--- src/hdl/ilml_pkg.sv ---
package ilml_pkg;
   // ****************************************************
   // Register indices, byte address is four times these
   // ****************************************************
   localparam logic [9:0] IDX_PEAK_LO_L  = 10'h004;
   localparam logic [9:0] IDX_PEAK_HI_L  = 10'h005;
   localparam logic [9:0] IDX_PEAK_LO_R  = 10'h006;
   localparam logic [9:0] IDX_PEAK_HI_R  = 10'h007;
   localparam logic [9:0] IDX_STATUS     = 10'h008;
   localparam logic [9:0] IDX_LIM_CTRL   = 10'h009;
   localparam logic [9:0] IDX_GAIN_L     = 10'h00a;
   localparam logic [9:0] IDX_GAIN_R     = 10'h00b;
   localparam logic [9:0] IDX_CONFIG     = 10'h010;

   // ****************************************************
   // Reset values
   // ****************************************************
   localparam logic [7:0] LIM_CTRL_RST   = 8'h18;
   localparam logic [6:0] CONFIG_RST     = 7'h63;
   localparam logic [6:0] GAIN_RST       = 7'h30;

   // ****************************************************
   // Field positions
   // ****************************************************
   localparam int LC_EN     = 7;
   localparam int LC_RCV    = 6;
   localparam int LC_THR    = 3;
   localparam int CF_PM0    = 0;
   localparam int CF_PM1    = 1;
   localparam int CF_WRITE_ZERO_CROSS_EN   = 2;
   localparam int CF_LIMITER_ZERO_CROSS_EN   = 3;
   localparam int CF_LTM    = 4;
   localparam int CF_COMMON = 6;

   // ****************************************************
   // Magnitude thresholds of a 16-bit sample
   // ****************************************************
   localparam logic [15:0] OVF_M12P04 = 16'h2000;
   localparam logic [15:0] OVF_M8P52  = 16'h3000;
   localparam logic [15:0] OVF_M6P02  = 16'h4000;
   localparam logic [15:0] OVF_M4P08  = 16'h5000;
   localparam logic [15:0] OVF_M1P80  = 16'h6800;
   localparam logic [15:0] OVF_M0P00  = 16'h7fff;
   localparam logic [15:0] LIM_M8     = 16'h32f5;
   localparam logic [15:0] LIM_M6     = 16'h4027;
   localparam logic [15:0] LIM_M4     = 16'h50c3;
   localparam logic [15:0] LIM_M2     = 16'h65ad;

   // ****************************************************
   // Timing, in sample periods or clock cycles, and the gain ceiling
   // ****************************************************
   localparam logic [10:0] LIM_TMO_BASE  = 11'd129;
   localparam logic [11:0] WR_TMO        = 12'd2049;
   localparam logic [7:0]  INIT_CYCLES   = 8'd64;
   localparam logic [6:0]  GAIN_MAX      = 7'h68;

   typedef enum logic [1:0] {
      ILML_LIM_IDLE   = 2'b00,
      ILML_LIM_ACTIVE = 2'b01
   } ilml_lim_e;
endpackage

--- src/hdl/ilml_chan.sv ---
`timescale 1ns/100ps
// Per-channel peak hold, overflow grade and zero-cross detector
module ilml_chan
   import ilml_pkg::*;
(
   input  wire logic        clk_sys,
   input  wire logic        sys_rst,
   input  wire logic        sample_valid,
   input  wire logic [15:0] sample,
   input  wire logic        hold_clr,
   input  wire logic        peak_rd_clr,
   input  wire logic        ovf_rd_clr,
   output logic      [14:0] peak,
   output logic      [2:0]  ovf_level,
   output logic      [15:0] mag,
   output logic             zero_cross
);
   logic        prev_sign;
   logic [15:0] raw_abs;
   logic [14:0] mag_sat;
   logic [14:0] peak_base;
   logic [2:0]  ovf_base;
   logic [2:0]  grade;

   // Full-scale negative saturates so the high byte stays 7f
   assign raw_abs    = sample[15] ? 16'(-sample) : sample;
   assign mag_sat    = raw_abs[15] ? 15'h7fff : raw_abs[14:0];
   assign mag        = {1'b0, mag_sat};
   assign zero_cross = sample_valid & (sample[15] != prev_sign);
   assign grade      = (mag >= OVF_M0P00)  ? 3'h6 :
                       (mag >= OVF_M1P80)  ? 3'h5 :
                       (mag >= OVF_M4P08)  ? 3'h4 :
                       (mag >= OVF_M6P02)  ? 3'h3 :
                       (mag >= OVF_M8P52)  ? 3'h2 :
                       (mag >= OVF_M12P04) ? 3'h1 : 3'h0;
   // A sample in the clearing cycle still lands
   assign peak_base  = peak_rd_clr ? 15'h0000 : peak;
   assign ovf_base   = ovf_rd_clr ? 3'h0 : ovf_level;

   always_ff @(posedge clk_sys or posedge sys_rst) begin
      if (sys_rst) begin
         peak      <= 15'h0000;
         ovf_level <= 3'h0;
         prev_sign <= 1'b0;
      end else if (hold_clr) begin
         peak      <= 15'h0000;
         ovf_level <= 3'h0;
         prev_sign <= 1'b0;
      end else begin
         if (sample_valid) begin
            prev_sign <= sample[15];
         end
         if (sample_valid && mag_sat > peak_base) begin
            peak <= mag_sat;
         end else begin
            peak <= peak_base;
         end
         if (sample_valid && grade > ovf_base) begin
            ovf_level <= grade;
         end else begin
            ovf_level <= ovf_base;
         end
      end
   end
endmodule // ilml_chan

--- src/hdl/ilml_top.sv ---
// Design decision made here: the APB register port.
`timescale 1ns/100ps
// Function
// Separate absolute peaks per channel; high byte sign bit reads zero.
// Reading a peak high byte clears that channel; read low byte first.
// Peaks clear while power-down pin low or ADC power off.
// Zero-cross host write drops channel flag until gain really changes.
// Rewrite of a waiting channel keeps the running timeout count.
// Write to a done channel while other waits restarts the timeout.
// Flags read one when zero-cross off or any limiter mode.
// Flags read zero during init after power-down release, then one.
// Flags zero while power-down pin low; one when input stage off.
// Three-bit overflow grade per channel holds the maximum seen.
// Status read clears overflow grades; also power-down and ADC off.
// Input over threshold lowers the shared gain by step count.
// Limiter zero-cross bit picks zero-cross wait or fixed period.
// Attenuation repeats while over threshold, from current gain.
// Idle flag rises when attenuation ends, falls on new overrun.
// Host gain writes ignored during attenuation, applied when idle.
// Bit 7 limiter enable, bit 6 recovery, recovery needs limiter.
// Host passes through manual mode between automatic modes.
// Host equalises gains first and writes both in semi-auto mode.
// Threshold field selects -8, -6, -4 or -2 dB detection.
// Step is field plus one; result clips at mute code zero.
// Limiter control resets to 18, held and locked at power-down.
// Write zero-cross enable: per-channel wait, else immediate change.
// Timing field gives 129..1032 timeout or 1..8 period.
// Gain is seven-bit code from mute up to 68; host writes above 68 are stored unclipped.
// Every sample magnitude larger than the stored peak replaces it.
module ilml_top
   import ilml_pkg::*;
(
   input  wire logic        clk_sys,
   input  wire logic        sys_rst,
   input  wire logic        psel,
   input  wire logic        penable,
   input  wire logic        pwrite,
   input  wire logic [11:0] paddr,
   input  wire logic [31:0] pwdata,
   output logic      [31:0] prdata,
   output logic             pready,
   output logic             pslverr,
   input  wire logic        power_down_pin_n,
   input  wire logic        sample_valid,
   input  wire logic [15:0] left_sample,
   input  wire logic [15:0] right_sample,
   output logic      [6:0]  left_gain_code,
   output logic      [6:0]  right_gain_code,
   output logic             limiter_idle_flag
);
   // ****************************************************
   // Power-down pin synchroniser and init timer
   // ****************************************************
   logic       pd_meta;
   logic       pd_sync;
   logic [7:0] init_cnt;
   logic       init_busy;

   always_ff @(posedge clk_sys or posedge sys_rst) begin
      if (sys_rst) begin
         pd_meta <= 1'b0;
         pd_sync <= 1'b0;
      end else begin
         pd_meta <= power_down_pin_n;
         pd_sync <= pd_meta;
      end
   end

   always_ff @(posedge clk_sys or posedge sys_rst) begin
      if (sys_rst) begin
         init_cnt <= 8'h00;
      end else if (!pd_sync) begin
         init_cnt <= 8'h00;
      end else if (init_busy) begin
         init_cnt <= init_cnt + 8'h01;
      end
   end
   assign init_busy = init_cnt != INIT_CYCLES;

   // ****************************************************
   // APB decode
   // ****************************************************
   logic [9:0] idx;
   logic       acc;
   logic       wr;
   logic       rd;
   logic       mapped;
   logic       setup;

   assign idx    = paddr[11:2];
   assign setup  = psel & ~penable;
   assign acc    = psel & penable & pready;
   assign wr     = acc & pwrite;
   assign rd     = acc & ~pwrite;
   assign mapped = (idx >= IDX_PEAK_LO_L && idx <= IDX_GAIN_R) || idx == IDX_CONFIG;

   // ****************************************************
   // Control registers
   // ****************************************************
   logic [7:0] lim_ctrl;
   logic [6:0] cfg;
   logic       lim_en;
   logic       pm0;
   logic       pm1;
   logic       write_zero_cross_en;
   logic       limiter_zero_cross_en;
   logic [1:0] ltm;
   logic       common;

   assign lim_en = lim_ctrl[LC_EN];
   assign pm0    = cfg[CF_PM0];
   assign pm1    = cfg[CF_PM1];
   assign write_zero_cross_en   = cfg[CF_WRITE_ZERO_CROSS_EN];
   assign limiter_zero_cross_en   = cfg[CF_LIMITER_ZERO_CROSS_EN];
   assign ltm    = cfg[CF_LTM +: 2];
   assign common = cfg[CF_COMMON];

   always_ff @(posedge clk_sys or posedge sys_rst) begin
      if (sys_rst) begin
         lim_ctrl <= LIM_CTRL_RST;
         cfg      <= CONFIG_RST;
      end else if (!pd_sync) begin
         lim_ctrl <= LIM_CTRL_RST;
         cfg      <= CONFIG_RST;
      end else begin
         if (wr && idx == IDX_LIM_CTRL) begin
            // Recovery bit cannot stand without the limiter
            lim_ctrl <= {pwdata[7], pwdata[6] & pwdata[7], 1'b0, pwdata[4:0]};
         end
         if (wr && idx == IDX_CONFIG) begin
            cfg <= pwdata[6:0];
         end
      end
   end

   // ****************************************************
   // Channels
   // ****************************************************
   logic [15:0] samp [2];
   logic [14:0] peak [2];
   logic [2:0]  ovf  [2];
   logic [15:0] mag  [2];
   logic [1:0]  zc;
   logic [1:0]  peak_clr;
   logic        hold_clr;
   logic        ovf_clr;

   assign samp[0]     = left_sample;
   assign samp[1]     = right_sample;
   assign hold_clr    = ~pd_sync | ~pm1;
   assign ovf_clr     = rd & (idx == IDX_STATUS);
   assign peak_clr[0] = rd & (idx == IDX_PEAK_HI_L);
   assign peak_clr[1] = rd & (idx == IDX_PEAK_HI_R);

   // ****************************************************
   // Limiter timing and attenuation
   // ****************************************************
   logic [15:0] thr;
   logic        exceed;
   logic [10:0] lim_cnt;
   logic [10:0] lim_tmo;
   logic [10:0] lim_per;
   logic        lim_due;
   logic        lim_seen;
   logic        lim_apply;
   logic        lim_finish;
   logic [6:0]  gain [2];
   logic [6:0]  gain_min;
   logic [3:0]  step;
   logic [6:0]  att;
   ilml_lim_e   lim_state;

   assign thr = (lim_ctrl[LC_THR +: 2] == 2'b00) ? LIM_M8 :
                (lim_ctrl[LC_THR +: 2] == 2'b01) ? LIM_M6 :
                (lim_ctrl[LC_THR +: 2] == 2'b10) ? LIM_M4 : LIM_M2;
   assign exceed  = sample_valid & (mag[0] >= thr | mag[1] >= thr);
   assign lim_tmo = LIM_TMO_BASE << ltm;
   assign lim_per = 11'd1 << ltm;
   assign lim_due = sample_valid & (limiter_zero_cross_en ? ((|zc) | (lim_cnt + 11'd1 >= lim_tmo))
                                         : (lim_cnt + 11'd1 >= lim_per));
   assign lim_apply  = lim_state == ILML_LIM_ACTIVE & lim_due & (lim_seen | exceed);
   assign lim_finish = lim_state == ILML_LIM_ACTIVE & lim_due & ~(lim_seen | exceed);
   assign gain_min   = (gain[0] < gain[1]) ? gain[0] : gain[1];
   assign step       = {1'b0, lim_ctrl[2:0]} + 4'h1;
   assign att        = ({3'h0, step} >= gain_min) ? 7'h00 : gain_min - {3'h0, step};

   always_ff @(posedge clk_sys or posedge sys_rst) begin
      if (sys_rst) begin
         lim_state <= ILML_LIM_IDLE;
         lim_cnt   <= 11'h000;
         lim_seen  <= 1'b0;
      end else if (!pd_sync || !pm0 || !lim_en) begin
         lim_state <= ILML_LIM_IDLE;
         lim_cnt   <= 11'h000;
         lim_seen  <= 1'b0;
      end else begin
         case (lim_state)
            ILML_LIM_IDLE: begin
               if (exceed) begin
                  lim_state <= ILML_LIM_ACTIVE;
                  lim_seen  <= 1'b1;
                  lim_cnt   <= 11'h000;
               end
            end
            ILML_LIM_ACTIVE: begin
               if (lim_due) begin
                  lim_cnt  <= 11'h000;
                  lim_seen <= 1'b0;
                  if (lim_finish) begin
                     lim_state <= ILML_LIM_IDLE;
                  end
               end else if (sample_valid) begin
                  lim_cnt  <= lim_cnt + 11'd1;
                  lim_seen <= lim_seen | exceed;
               end
            end
            default: begin
               lim_state <= ILML_LIM_IDLE;
            end
         endcase
      end
   end

   // ****************************************************
   // Gain registers and host zero-cross updating
   // ****************************************************
   logic [1:0]  host_wr;
   logic [1:0]  pend;
   logic [1:0]  zf;
   logic [6:0]  target [2];
   logic [11:0] wr_cnt;
   logic        wr_tmo;
   logic        host_ok;
   logic        zc_mode;
   logic        wr_restart;

   // Writes during attenuation are dropped, not queued
   assign host_ok    = ~lim_en | (lim_state == ILML_LIM_IDLE);
   assign host_wr[0] = wr & host_ok & (idx == IDX_GAIN_L);
   assign host_wr[1] = wr & host_ok & (idx == IDX_GAIN_R | (idx == IDX_GAIN_L & common));
   assign zc_mode    = write_zero_cross_en & ~lim_en;
   assign wr_restart = zc_mode & |(host_wr & ~pend);
   assign wr_tmo     = sample_valid & (|pend) & (wr_cnt + 12'd1 >= WR_TMO);

   always_ff @(posedge clk_sys or posedge sys_rst) begin
      if (sys_rst) begin
         wr_cnt <= 12'h000;
      end else if (wr_restart || !(|pend)) begin
         wr_cnt <= 12'h000;
      end else if (sample_valid) begin
         wr_cnt <= wr_cnt + 12'd1;
      end
   end

   genvar g;
   generate
      for (g = 0; g < 2; g++) begin : g_ch
         ilml_chan u_chan (
            .clk_sys      (clk_sys),
            .sys_rst      (sys_rst),
            .sample_valid (sample_valid),
            .sample       (samp[g]),
            .hold_clr     (hold_clr),
            .peak_rd_clr  (peak_clr[g]),
            .ovf_rd_clr   (ovf_clr),
            .peak         (peak[g]),
            .ovf_level    (ovf[g]),
            .mag          (mag[g]),
            .zero_cross   (zc[g])
         );

         always_ff @(posedge clk_sys or posedge sys_rst) begin
            if (sys_rst) begin
               gain[g]   <= GAIN_RST;
               target[g] <= GAIN_RST;
               pend[g]   <= 1'b0;
            end else if (!pd_sync || !pm0) begin
               gain[g]   <= GAIN_RST;
               target[g] <= GAIN_RST;
               pend[g]   <= 1'b0;
            end else if (lim_apply) begin
               gain[g]   <= att;
               pend[g]   <= 1'b0;
            end else if (host_wr[g] && zc_mode) begin
               target[g] <= pwdata[6:0];
               pend[g]   <= 1'b1;
            end else if (host_wr[g]) begin
               gain[g]   <= pwdata[6:0];
               pend[g]   <= 1'b0;
            end else if (pend[g] && (zc[g] || wr_tmo || !zc_mode)) begin
               gain[g]   <= target[g];
               pend[g]   <= 1'b0;
            end
         end

         // Init and pin low win over the forced-one cases
         assign zf[g] = ~pd_sync | init_busy ? 1'b0 :
                        (~write_zero_cross_en | lim_en | ~pm0) ? 1'b1 : ~pend[g];
      end
   endgenerate

   // ****************************************************
   // Read mux and registered APB answer
   // ****************************************************
   logic [7:0] rmux;
   logic       idle_now;

   assign idle_now = lim_state == ILML_LIM_IDLE;
   assign rmux = (idx == IDX_PEAK_LO_L) ? peak[0][7:0] :
                 (idx == IDX_PEAK_HI_L) ? {1'b0, peak[0][14:8]} :
                 (idx == IDX_PEAK_LO_R) ? peak[1][7:0] :
                 (idx == IDX_PEAK_HI_R) ? {1'b0, peak[1][14:8]} :
                 (idx == IDX_STATUS)    ? {zf[1], zf[0], ovf[1], ovf[0]} :
                 (idx == IDX_LIM_CTRL)  ? lim_ctrl :
                 (idx == IDX_GAIN_L)    ? {idle_now, gain[0]} :
                 (idx == IDX_GAIN_R)    ? {idle_now, gain[1]} :
                 (idx == IDX_CONFIG)    ? {1'b0, cfg} : 8'h00;

   always_ff @(posedge clk_sys or posedge sys_rst) begin
      if (sys_rst) begin
         pready  <= 1'b0;
         pslverr <= 1'b0;
         prdata  <= 32'h0000_0000;
      end else if (setup) begin
         pready  <= 1'b1;
         pslverr <= ~mapped;
         prdata  <= {24'h00_0000, pwrite ? 8'h00 : rmux};
      end else begin
         pready  <= 1'b0;
         pslverr <= 1'b0;
      end
   end

   always_ff @(posedge clk_sys or posedge sys_rst) begin
      if (sys_rst) begin
         left_gain_code    <= GAIN_RST;
         right_gain_code   <= GAIN_RST;
         limiter_idle_flag <= 1'b1;
      end else begin
         left_gain_code    <= gain[0];
         right_gain_code   <= gain[1];
         limiter_idle_flag <= idle_now;
      end
   end

   // ****************************************************
   // Assertions
   // ****************************************************
   AST_PEAK_SIGN: assert property (@(posedge clk_sys) disable iff (sys_rst)
      rd && idx == IDX_PEAK_HI_L |-> prdata[7:0] == {1'b0, $past(peak[0][14:8])})
      else $error("peak high byte sign bit set");
   AST_PEAK_CLR: assert property (@(posedge clk_sys) disable iff (sys_rst)
      peak_clr[0] && !sample_valid |=> peak[0] == 15'h0000)
      else $error("left peak not cleared by high byte read");
   AST_PEAK_PD: assert property (@(posedge clk_sys) disable iff (sys_rst)
      hold_clr |=> peak[0] == 15'h0000 && peak[1] == 15'h0000)
      else $error("peak not cleared in power-down");
   AST_OVF_CLR: assert property (@(posedge clk_sys) disable iff (sys_rst)
      ovf_clr && !sample_valid |=> ovf[0] == 3'h0 && ovf[1] == 3'h0)
      else $error("overflow grade survived status read");
   AST_ZF_FORCE: assert property (@(posedge clk_sys) disable iff (sys_rst)
      pd_sync && !init_busy && lim_en |-> zf == 2'b11)
      else $error("flags not forced in limiter mode");
   AST_ZF_PD: assert property (@(posedge clk_sys) disable iff (sys_rst)
      !pd_sync |-> zf == 2'b00)
      else $error("flags not zero with pin low");
   AST_LIM_STEP: assert property (@(posedge clk_sys) disable iff (sys_rst)
      lim_apply && pd_sync && pm0 |=> gain[0] == $past(att) && gain[1] == gain[0])
      else $error("limiter step not applied to both channels");
   AST_HOST_IGN: assert property (@(posedge clk_sys) disable iff (sys_rst)
      wr && idx == IDX_GAIN_L && lim_en && !idle_now && !lim_apply && pd_sync && pm0
      |=> gain[0] == $past(gain[0]))
      else $error("host gain write not ignored");
   AST_LC_PD: assert property (@(posedge clk_sys) disable iff (sys_rst)
      !pd_sync |=> lim_ctrl == LIM_CTRL_RST)
      else $error("limiter control not held at reset");
   AST_RCV_MASK: assert property (@(posedge clk_sys) disable iff (sys_rst)
      lim_ctrl[LC_RCV] |-> lim_ctrl[LC_EN])
      else $error("recovery on without limiter");
endmodule // ilml_top

--- config.mk ---
export PLATFORM = sky130hd
export DESIGN_NAME = ilml_top
export DESIGN_NICKNAME = d
export VERILOG_FILES = /design/src/hdl/ilml_pkg.sv /design/src/hdl/ilml_chan.sv /design/src/hdl/ilml_top.sv
export SDC_FILE = /design/constraint.sdc
export NUM_CORES = 1
export LEC_CHECK = 0
export BUFFER_PORTS_ARGS = -buffer_cell sky130_fd_sc_hd__buf_4
export CAP_MARGIN = 25
export CORE_MARGIN = 4
export CORE_UTILIZATION = 65
export DETAILED_ROUTE_END_ITERATION = 6
export GPL_TIMING_DRIVEN = 1
export MAX_ROUTING_LAYER = met4
export PLACE_DENSITY = 0.88
export SLEW_MARGIN = 30
export SYNTH_ARGS = -nofsm -noshare
export SYNTH_HDL_FRONTEND = slang
export SYNTH_SLANG_ARGS = --single-unit
--- constraint.sdc ---
create_clock -name clk_sys -period 10.6 [get_ports clk_sys]
set_input_delay 1.06 -clock clk_sys [delete_from_list [all_inputs] [get_ports clk_sys]]
set_output_delay 1.06 -clock clk_sys [all_outputs]
set_load 0.01 [all_outputs]
* Word-level counts from Yosys, hierarchy flattened
Cells that the tools add are included.
** Operators by class
- Shift operators :: 2
- Eq/ne operators :: 25
- Reductions and logical operators :: 44
- Div/mod/pow operators :: 0
- Bitwise logic cells :: 46
- Mux-type cells :: 103
- Multiply operators :: 0
- Add/sub/neg operators :: 7
- $lt $le $gt $ge :: 25
** Operator list (number)
- two-way mux 7 bit :: 21
- two-way mux 15 bit :: 9
- greater-or-equal comparator 15 bit (second input constant) :: 8
- two-way mux 8 bit :: 13
- greater-or-equal comparator 15 x 14 -> 1 bit (second input constant) :: 4
- two-way mux 3 bit :: 16
- two-way mux 11 bit :: 4
- == test 10 x 3 -> 1 bit (second input constant) :: 4
- == test 10 x 4 -> 1 bit (second input constant) :: 4
- two-way mux 16 bit :: 2
- negation 16 bit :: 2
- greater-or-equal comparator 15 bit :: 2
- greater-than comparator 15 bit :: 2
- two-way mux 14 bit :: 2
- two-way mux 1 bit :: 27
- AND 1 bit :: 24
- two-way mux 12 bit :: 2
- greater-or-equal comparator 11 bit :: 2
- one-hot mux 11 bit (2 select lines) :: 1
- adder 12 x 1 -> 12 bit (second input constant) :: 1
- greater-or-equal comparator 12 bit (second input constant) :: 1
- adder 11 x 1 -> 11 bit (second input constant) :: 1
- logical AND 1 bit :: 11
- NOT 1 bit :: 11
- other kinds (35) :: 78
** Storage, ports and cells
- Register bits :: 144
- Memory bits (read-only) :: 0
- Memories kept :: 0
- Latch bits :: 0
- Word-level logic and storage cells :: 279
- Input bits :: 83
- Bits in writable memories :: 0

* Longest topological paths before layout
- Depth in word-level cells :: 14
- Gate-level depth with buffers :: 19

* Hierarchy
Synthesis repeated with hierarchy kept, for this count alone.
** Second synthesis, totals
- Cell total of the unflattened synthesis :: 1399
- Area, all modules :: 12054.1 sq um
** By module, submodules not included
- ilml_top :: area each 7767.4 sq um, instances 1, seq. area each 2626.3 sq um, cells an instance 881
- ilml_chan :: area each 2143.3 sq um, instances 2, seq. area each 475.5 sq um, cells an instance 259

* Worst setup path before layout
Ideal clock, no wire load.
- Path kind :: input-to-reg
- Start point :: input right_sample[7]
- End point :: register target[4] in the netlist's numbering
- Buffers on the path :: 6
- Stages on the path :: 19
- Library setup time :: 0.075 ns
- Required time :: 10.525 ns
- Path slack :: 5.905 ns
- Data arrival time :: 4.620 ns
- Path through :: buf_6 > or4_4 > buf_6 > nor3_4 > nand2_2 > clkbuf_1 > buf_1 > nand2_1 > ha_1 > a21o_1 > a21o_1 > a211oi_1 > o31a_1 > o211ai_2 > o41ai_2 > buf_6 > and3_1 > buf_4 > mux2i_1
** On the way
- Cells in the longest elaborated chain, start to end :: 10
** Ends and longest elaborated chain
- from (decl) :: RTL line ilml_top.sv:46 : input wire logic [15:0] right_sample,
- negation 16 bit :: RTL line ilml_chan.sv:26 : assign raw_abs = sample[15] ? 16'(-sample) : sample;
- two-way mux 16 bit * :: RTL line ilml_chan.sv:26
- two-way mux 15 bit * :: RTL line ilml_chan.sv:27 : assign mag_sat = raw_abs[15] ? 15'h7fff : raw_abs[14:0];
- greater-or-equal comparator 15 bit * :: RTL line ilml_top.sv:176 : assign exceed = sample_valid & (mag[0] >= thr | mag[1] >= thr);
- OR 1 bit * :: RTL line ilml_top.sv:176
- AND 1 bit * :: RTL line ilml_top.sv:176
- OR 1 bit * :: RTL line ilml_top.sv:181 : assign lim_apply = lim_state == ILML_LIM_ACTIVE & lim_due & (lim_seen | exceed);
- AND 1 bit * :: RTL line ilml_top.sv:181
- inequality test 2 x 1 -> 1 bit (no source line) *
- AND reduction 2 bit (no source line) *
- to (signal, indexed assignment) :: RTL line ilml_top.sv:285 : target[g] <= pwdata[6:0];
- to (decl) :: RTL line ilml_top.sv:230 : logic [6:0] target [2];
Mark *: on every way between the ends. The rest lies on a longest branch, timed or not.
A chain may end at the register's enable or synchronous reset.

* Final worst setup path
- Start point :: input paddr[8]
- End point :: register g_ch[0].u_chan.peak[9]
** On the way
- Cells in the longest elaborated chain, start to end :: 7
** Ends and longest elaborated chain
- from (decl) :: RTL line ilml_top.sv:38 : input wire logic [11:0] paddr,
- == test 10 x 3 -> 1 bit * :: RTL line ilml_top.sv:152 : assign peak_clr[0] = rd & (idx == IDX_PEAK_HI_L);
- AND 1 bit * :: RTL line ilml_top.sv:152
- two-way mux 15 bit * :: RTL line ilml_chan.sv:37 : assign peak_base = peak_rd_clr ? 15'h0000 : peak;
- greater-than comparator 15 bit :: RTL line ilml_chan.sv:53 : if (sample_valid && mag_sat > peak_base) begin
- logical AND 1 bit :: RTL line ilml_chan.sv:53
- two-way mux 15 bit * :: RTL line ilml_chan.sv:53
- two-way mux 15 bit * :: RTL line ilml_chan.sv:45 : end else if (hold_clr) begin
- to (signal assigned) :: RTL line ilml_chan.sv:54 : peak <= mag_sat;
- to (signal assigned) :: RTL line ilml_chan.sv:56 : peak <= peak_base;
- to (decl) :: RTL line ilml_chan.sv:13 : output logic [14:0] peak,
Marked as above.

==> impl_results.rst <==
.. list-table::
   :header-rows: 1

   * - Metric
     - Value
   * - Status
     - finished, final reports clean
   * - Growth of design area from synthesis to finish
     - 10.8%
   * - Largest fanout of any net on the critical path
     - 25
   * - Via Count
     - 10040
   * - Count of maximum capacitance violations
     - 0
   * - Cell types with the largest area share after synthesis
     - dfrtp_1, ha_1, nand2_1
   * - Psw
     - 0.414 mW
   * - Total count of max-transition violations in the final report
     - 0
   * - Worst setup margin
     - 5410 ps
   * - CTS sink cnt
     - 142
   * - EDFF count, synth
     - 0
   * - Final number of hold-violating endpoints
     - 0
   * - Share of the synthesized area in the top cell type
     - 27.6%
   * - Switching Share
     - 28.2%
   * - Top Family by Delay on Critical Path
     - simple AND/OR/NAND/NOR gates
   * - Met2 global-route usage
     - 50.9%
   * - Clock share of power
     - 41.8%
   * - Critical register-to-register path endpoint
     - target[0]
   * - Total power after layout
     - 1.47 mW
   * - CP max-delay cell
     - or4_1
   * - Routing usage on met1
     - 38.5%
   * - H-tree depth
     - 4
   * - Cell Area, Synth
     - 11100 um^2
   * - Max frequency
     - 193 MHz
   * - Asr flop ratio synth
     - 100%
   * - Final clock skew
     - 9.70 ps
   * - Gates resized, CTS repair
     - 0
   * - Grt peak-use layer
     - met2
   * - Clock root buffer
     - clkbuf_16
   * - Main synth FF type
     - dfrtp_1
   * - End point of the critical path
     - g_ch[0].u_chan.peak[9]
   * - Placed cell area
     - 11700 um^2
   * - Final non-filler cell total
     - 1564
   * - Setup repair after global routing missed its margin
     - no
   * - Global-route wire length before repair
     - 48.4 mm
   * - Worst EP arrival
     - 5530 ps
   * - Total wirelength of the detailed-routed design
     - 29.6 mm
   * - Final design utilization
     - 73.9%
   * - Worst slack at placement
     - 5130 ps
   * - Logic gate share of total power
     - 19.1%
   * - Worst Max-Slew Pin Slew
     - 846 ps
   * - Data required time at the worst endpoint
     - 10940 ps
   * - Count of state elements after synthesis
     - 142
   * - Post-Synthesis Cells
     - 1287
   * - Buffer and inverter count on the worst path
     - 2
   * - DR vias/cell
     - 6.42
   * - Post-route fraction of the period consumed by the critical path
     - 49.0%
   * - Post-placement cell count
     - 1532
   * - Clock-pin slew on the worst setup and hold paths
     - 60 ps
   * - Largest incremental delay on the critical path
     - 540 ps
   * - Part of the Yosys area used for sequential elements
     - 32.1%
   * - Aggregate global routing overflow
     - 0
   * - Total GRT Usage
     - 31.2%
   * - Logic depth of the worst setup path including buffers
     - 16
   * - Relative contribution of sequential cells to total power
     - 39.1%
   * - Number of buffers added on ports
     - 81
   * - Areal power density over the cells
     - 119 nW/um^2
   * - Kind of start point of the critical path
     - input pin
   * - HPWL Detailed
     - 21.5 mm
   * - Worst hold path class
     - reg -> reg
   * - Type of the worst setup path
     - in -> reg
   * - Effective utilization at floorplan
     - 66.7%
   * - Path depth of the worst reg2reg path
     - 13
   * - Die width
     - 139 um
   * - Average detailed-routed wire length per instance
     - 18.9 um
   * - DRC marker count from the first detailed-route iteration
     - 936
   * - Largest net degree at the start of global routing
     - 97
   * - Floorplan die height
     - 139 um
   * - Largest buffer count on any clock path
     - 2
   * - Weighted congestion at the end of routability-driven global placement
     - 0.954
   * - Vias in the first global route
     - 9769
   * - Die ar.
     - 19300 um^2
   * - Total DRC errors in the routed layout
     - 0
   * - Setup Buffers After CTS
     - 0
   * - Internal power
     - 1.05 mW
   * - Avg Synthesized Cell Area
     - 8.65 um^2
   * - Core footprint
     - 16700 um^2
   * - Antenna cells
     - 0
   * - Internal reg-to-reg setup slack
     - 6670 ps
   * - Maximum vdd drop
     - 0.137 mV
   * - Category of the worst setup path capture point
     - flop
   * - Clock latency of the later-clocked register in the worst-skew pair
     - 430 ps
   * - Remaining antenna violation count
     - 0
   * - Pleak
     - 5.56 nW
   * - Total iterations of the first detailed-routing run
     - 5
   * - Site row count
     - 47
   * - Relative slew margins
     - 43.6%
   * - Synth unique cells
     - 81
   * - Num ports
     - 132
   * - Synthesis warning total
     - 0
   * - Total non-filler cell area in the finished layout
     - 12300 um^2
   * - Final-layout setup total negative slack
     - 0 ps
   * - Clock tree from TritonCTS
     - done
   * - WHS
     - 395 ps
   * - Post-CTS Hold Fix Bufs
     - 0
   * - Setup crit start
     - paddr[8]
   * - Worst reg2reg startpoint
     - lim_ctrl[4]
   * - Nets@finish
     - 1508
   * - Initial antenna violation count
     - 0
   * - Global routing usage on met3
     - 5.03%
   * - Yosys top cell by area
     - dfrtp_1
   * - Tmin final
     - 5190 ps
   * - Share of cells above drive strength 1
     - 15.2%
   * - Crit-path cells
     - buf_4 > or4_1 > nor3_1 > nand3b_1 > nor2_1 > nand2_1 > nand2_1 > ha_1 > a21o_1 > a2111oi_0 > nor2_1 > a211oi_1 > a21oi_1 > buf_4 > or2_2 > a21oi_1
   * - Number of failing setup endpoints in the final timing report
     - 0
   * - CTS Buf Count
     - 17
==> worst reg2reg max path: stages (launching register included) <==
cell	delay [ps]
dfstp_2	600
inv_1	110
ha_1	250
inv_1	180
ha_1	280
a21o_1	180
a21o_1	170
a211oi_1	250
o31a_1	210
o211ai_2	180
o41ai_2	410
buf_4	250
and3_1	520
mux2i_1	280
==> cells in the mapped netlist, types with 4 or more instances <==
cell type and instances:
nand2_1 165, dfrtp_1 123, ha_1 93, a21oi_1 90, nor2_1 74, mux2i_1 59
clkbuf_1 52, o21ai_0 51, inv_1 48, nand3_1 34, xnor2_1 34, and2_1 27
xor2_1 27, nor3_1 26, buf_4 25, or2_2 25, nor2b_1 24, nand4_1 23
a21o_1 19, dfstp_2 19, mux2_2 18, nand2b_1 16, a31oi_1 14, a211oi_1 13
o41ai_1 13, and3_1 12, a311oi_1 10, o21a_1 10, o22ai_1 9, o211ai_1 8
o31ai_1 8, or3_1 7, nor3b_1 6, a41oi_1 5, buf_1 5, nor4_1 5
or4_1 5, a22o_1 4, and4_1 4, buf_2 4, buf_6 4, o32ai_1 4
==> power by group through the flow <==
stage	clock network, mW	registers (mW)	logic [mW]
after global routing	0.644	0.574	0.311
after floorplan	0	0.578	0.201
after global placement	0	0.581	0.262
after CTS	0.618	0.573	0.276
final	0.613	0.573	0.280
after detailed placement	0	0.582	0.273
==> cells by family (layout without fill, tap and decap cells) <==
logic type / after synthesis / after routing / share of synthesized area [%]
XOR/XNOR: 62 / 62 / 4.94
AND/OR/NAND/NOR: 470 / 470 / 21.2
buffers and inverters: 140 / 174 / 5.88
other: 1 / 24 / 0.0337
flip-flops: 142 / 142 / 32.1
multiplexers: 77 / 77 / 7.12
AO/OA/AOI/OAI: 301 / 301 / 18.1
adder cells (fa/ha/maj): 94 / 94 / 10.6
==> cell type report <==
type | instances | area, um^2
clock buffers | 22 | 464
inverters | 50 | 193
repair buffers | 92 | 691
flip-flops and latches | 142 | 3580
clock inverters | 10 | 138
fillers | 1245 | 4370
well taps | 220 | 275
multi-input cells | 1028 | 7000
==> per-layer routing <==
layer	vias up	routed length, um
met3	102	2150
met2	464	14400
met4	0	1180
met1	4803	11900
met5	-	0
li1	4671	-
==> worst min-delay path by stage <==
stage	startpoint	end	slack (ps)	depth (start not counted)
after floorplan	pd_meta	pd_sync	330	0
after global placement	pd_meta	pd_sync	330	0
after detailed placement	pd_meta	pd_sync	380	0
after CTS	pd_meta	pd_sync	390	0
after global routing	pd_meta	pd_sync	400	0
final	gain[4]	right_gain_code[4]	390	0
==> registers in the layout, indices dropped and copies added (netlist names), 8 cells and up <==
signal and flops:
g_ch.u_chan.peak 30, gain 14, lim_cnt 11, prdata 8, target 14, wr_cnt 12, init_cnt 8
==> placed cells by master, fill, tap and decap left out, types with 18 or more instances in the layout <==
cell     Yosys  final
dfrtp_1    123    123
ha_1        93     93
mux2_2      18     18
or2_2       25     25
nand2_1    165    165
nor2_1      74     74
xor2_1      27     27
a21o_1      19     19
nor2b_1     24     24
inv_1       48     47
nand4_1     23     23
and2_1      27     27
dfstp_2     19     19
nor3_1      26     26
conb_1       1     24
a21oi_1     90     90
nand3_1     34     34
o21ai_0     51     51
mux2i_1     59     59
buf_4       25     92
xnor2_1     34     34
No activity file was read; power rests on OpenSTA's default activity.
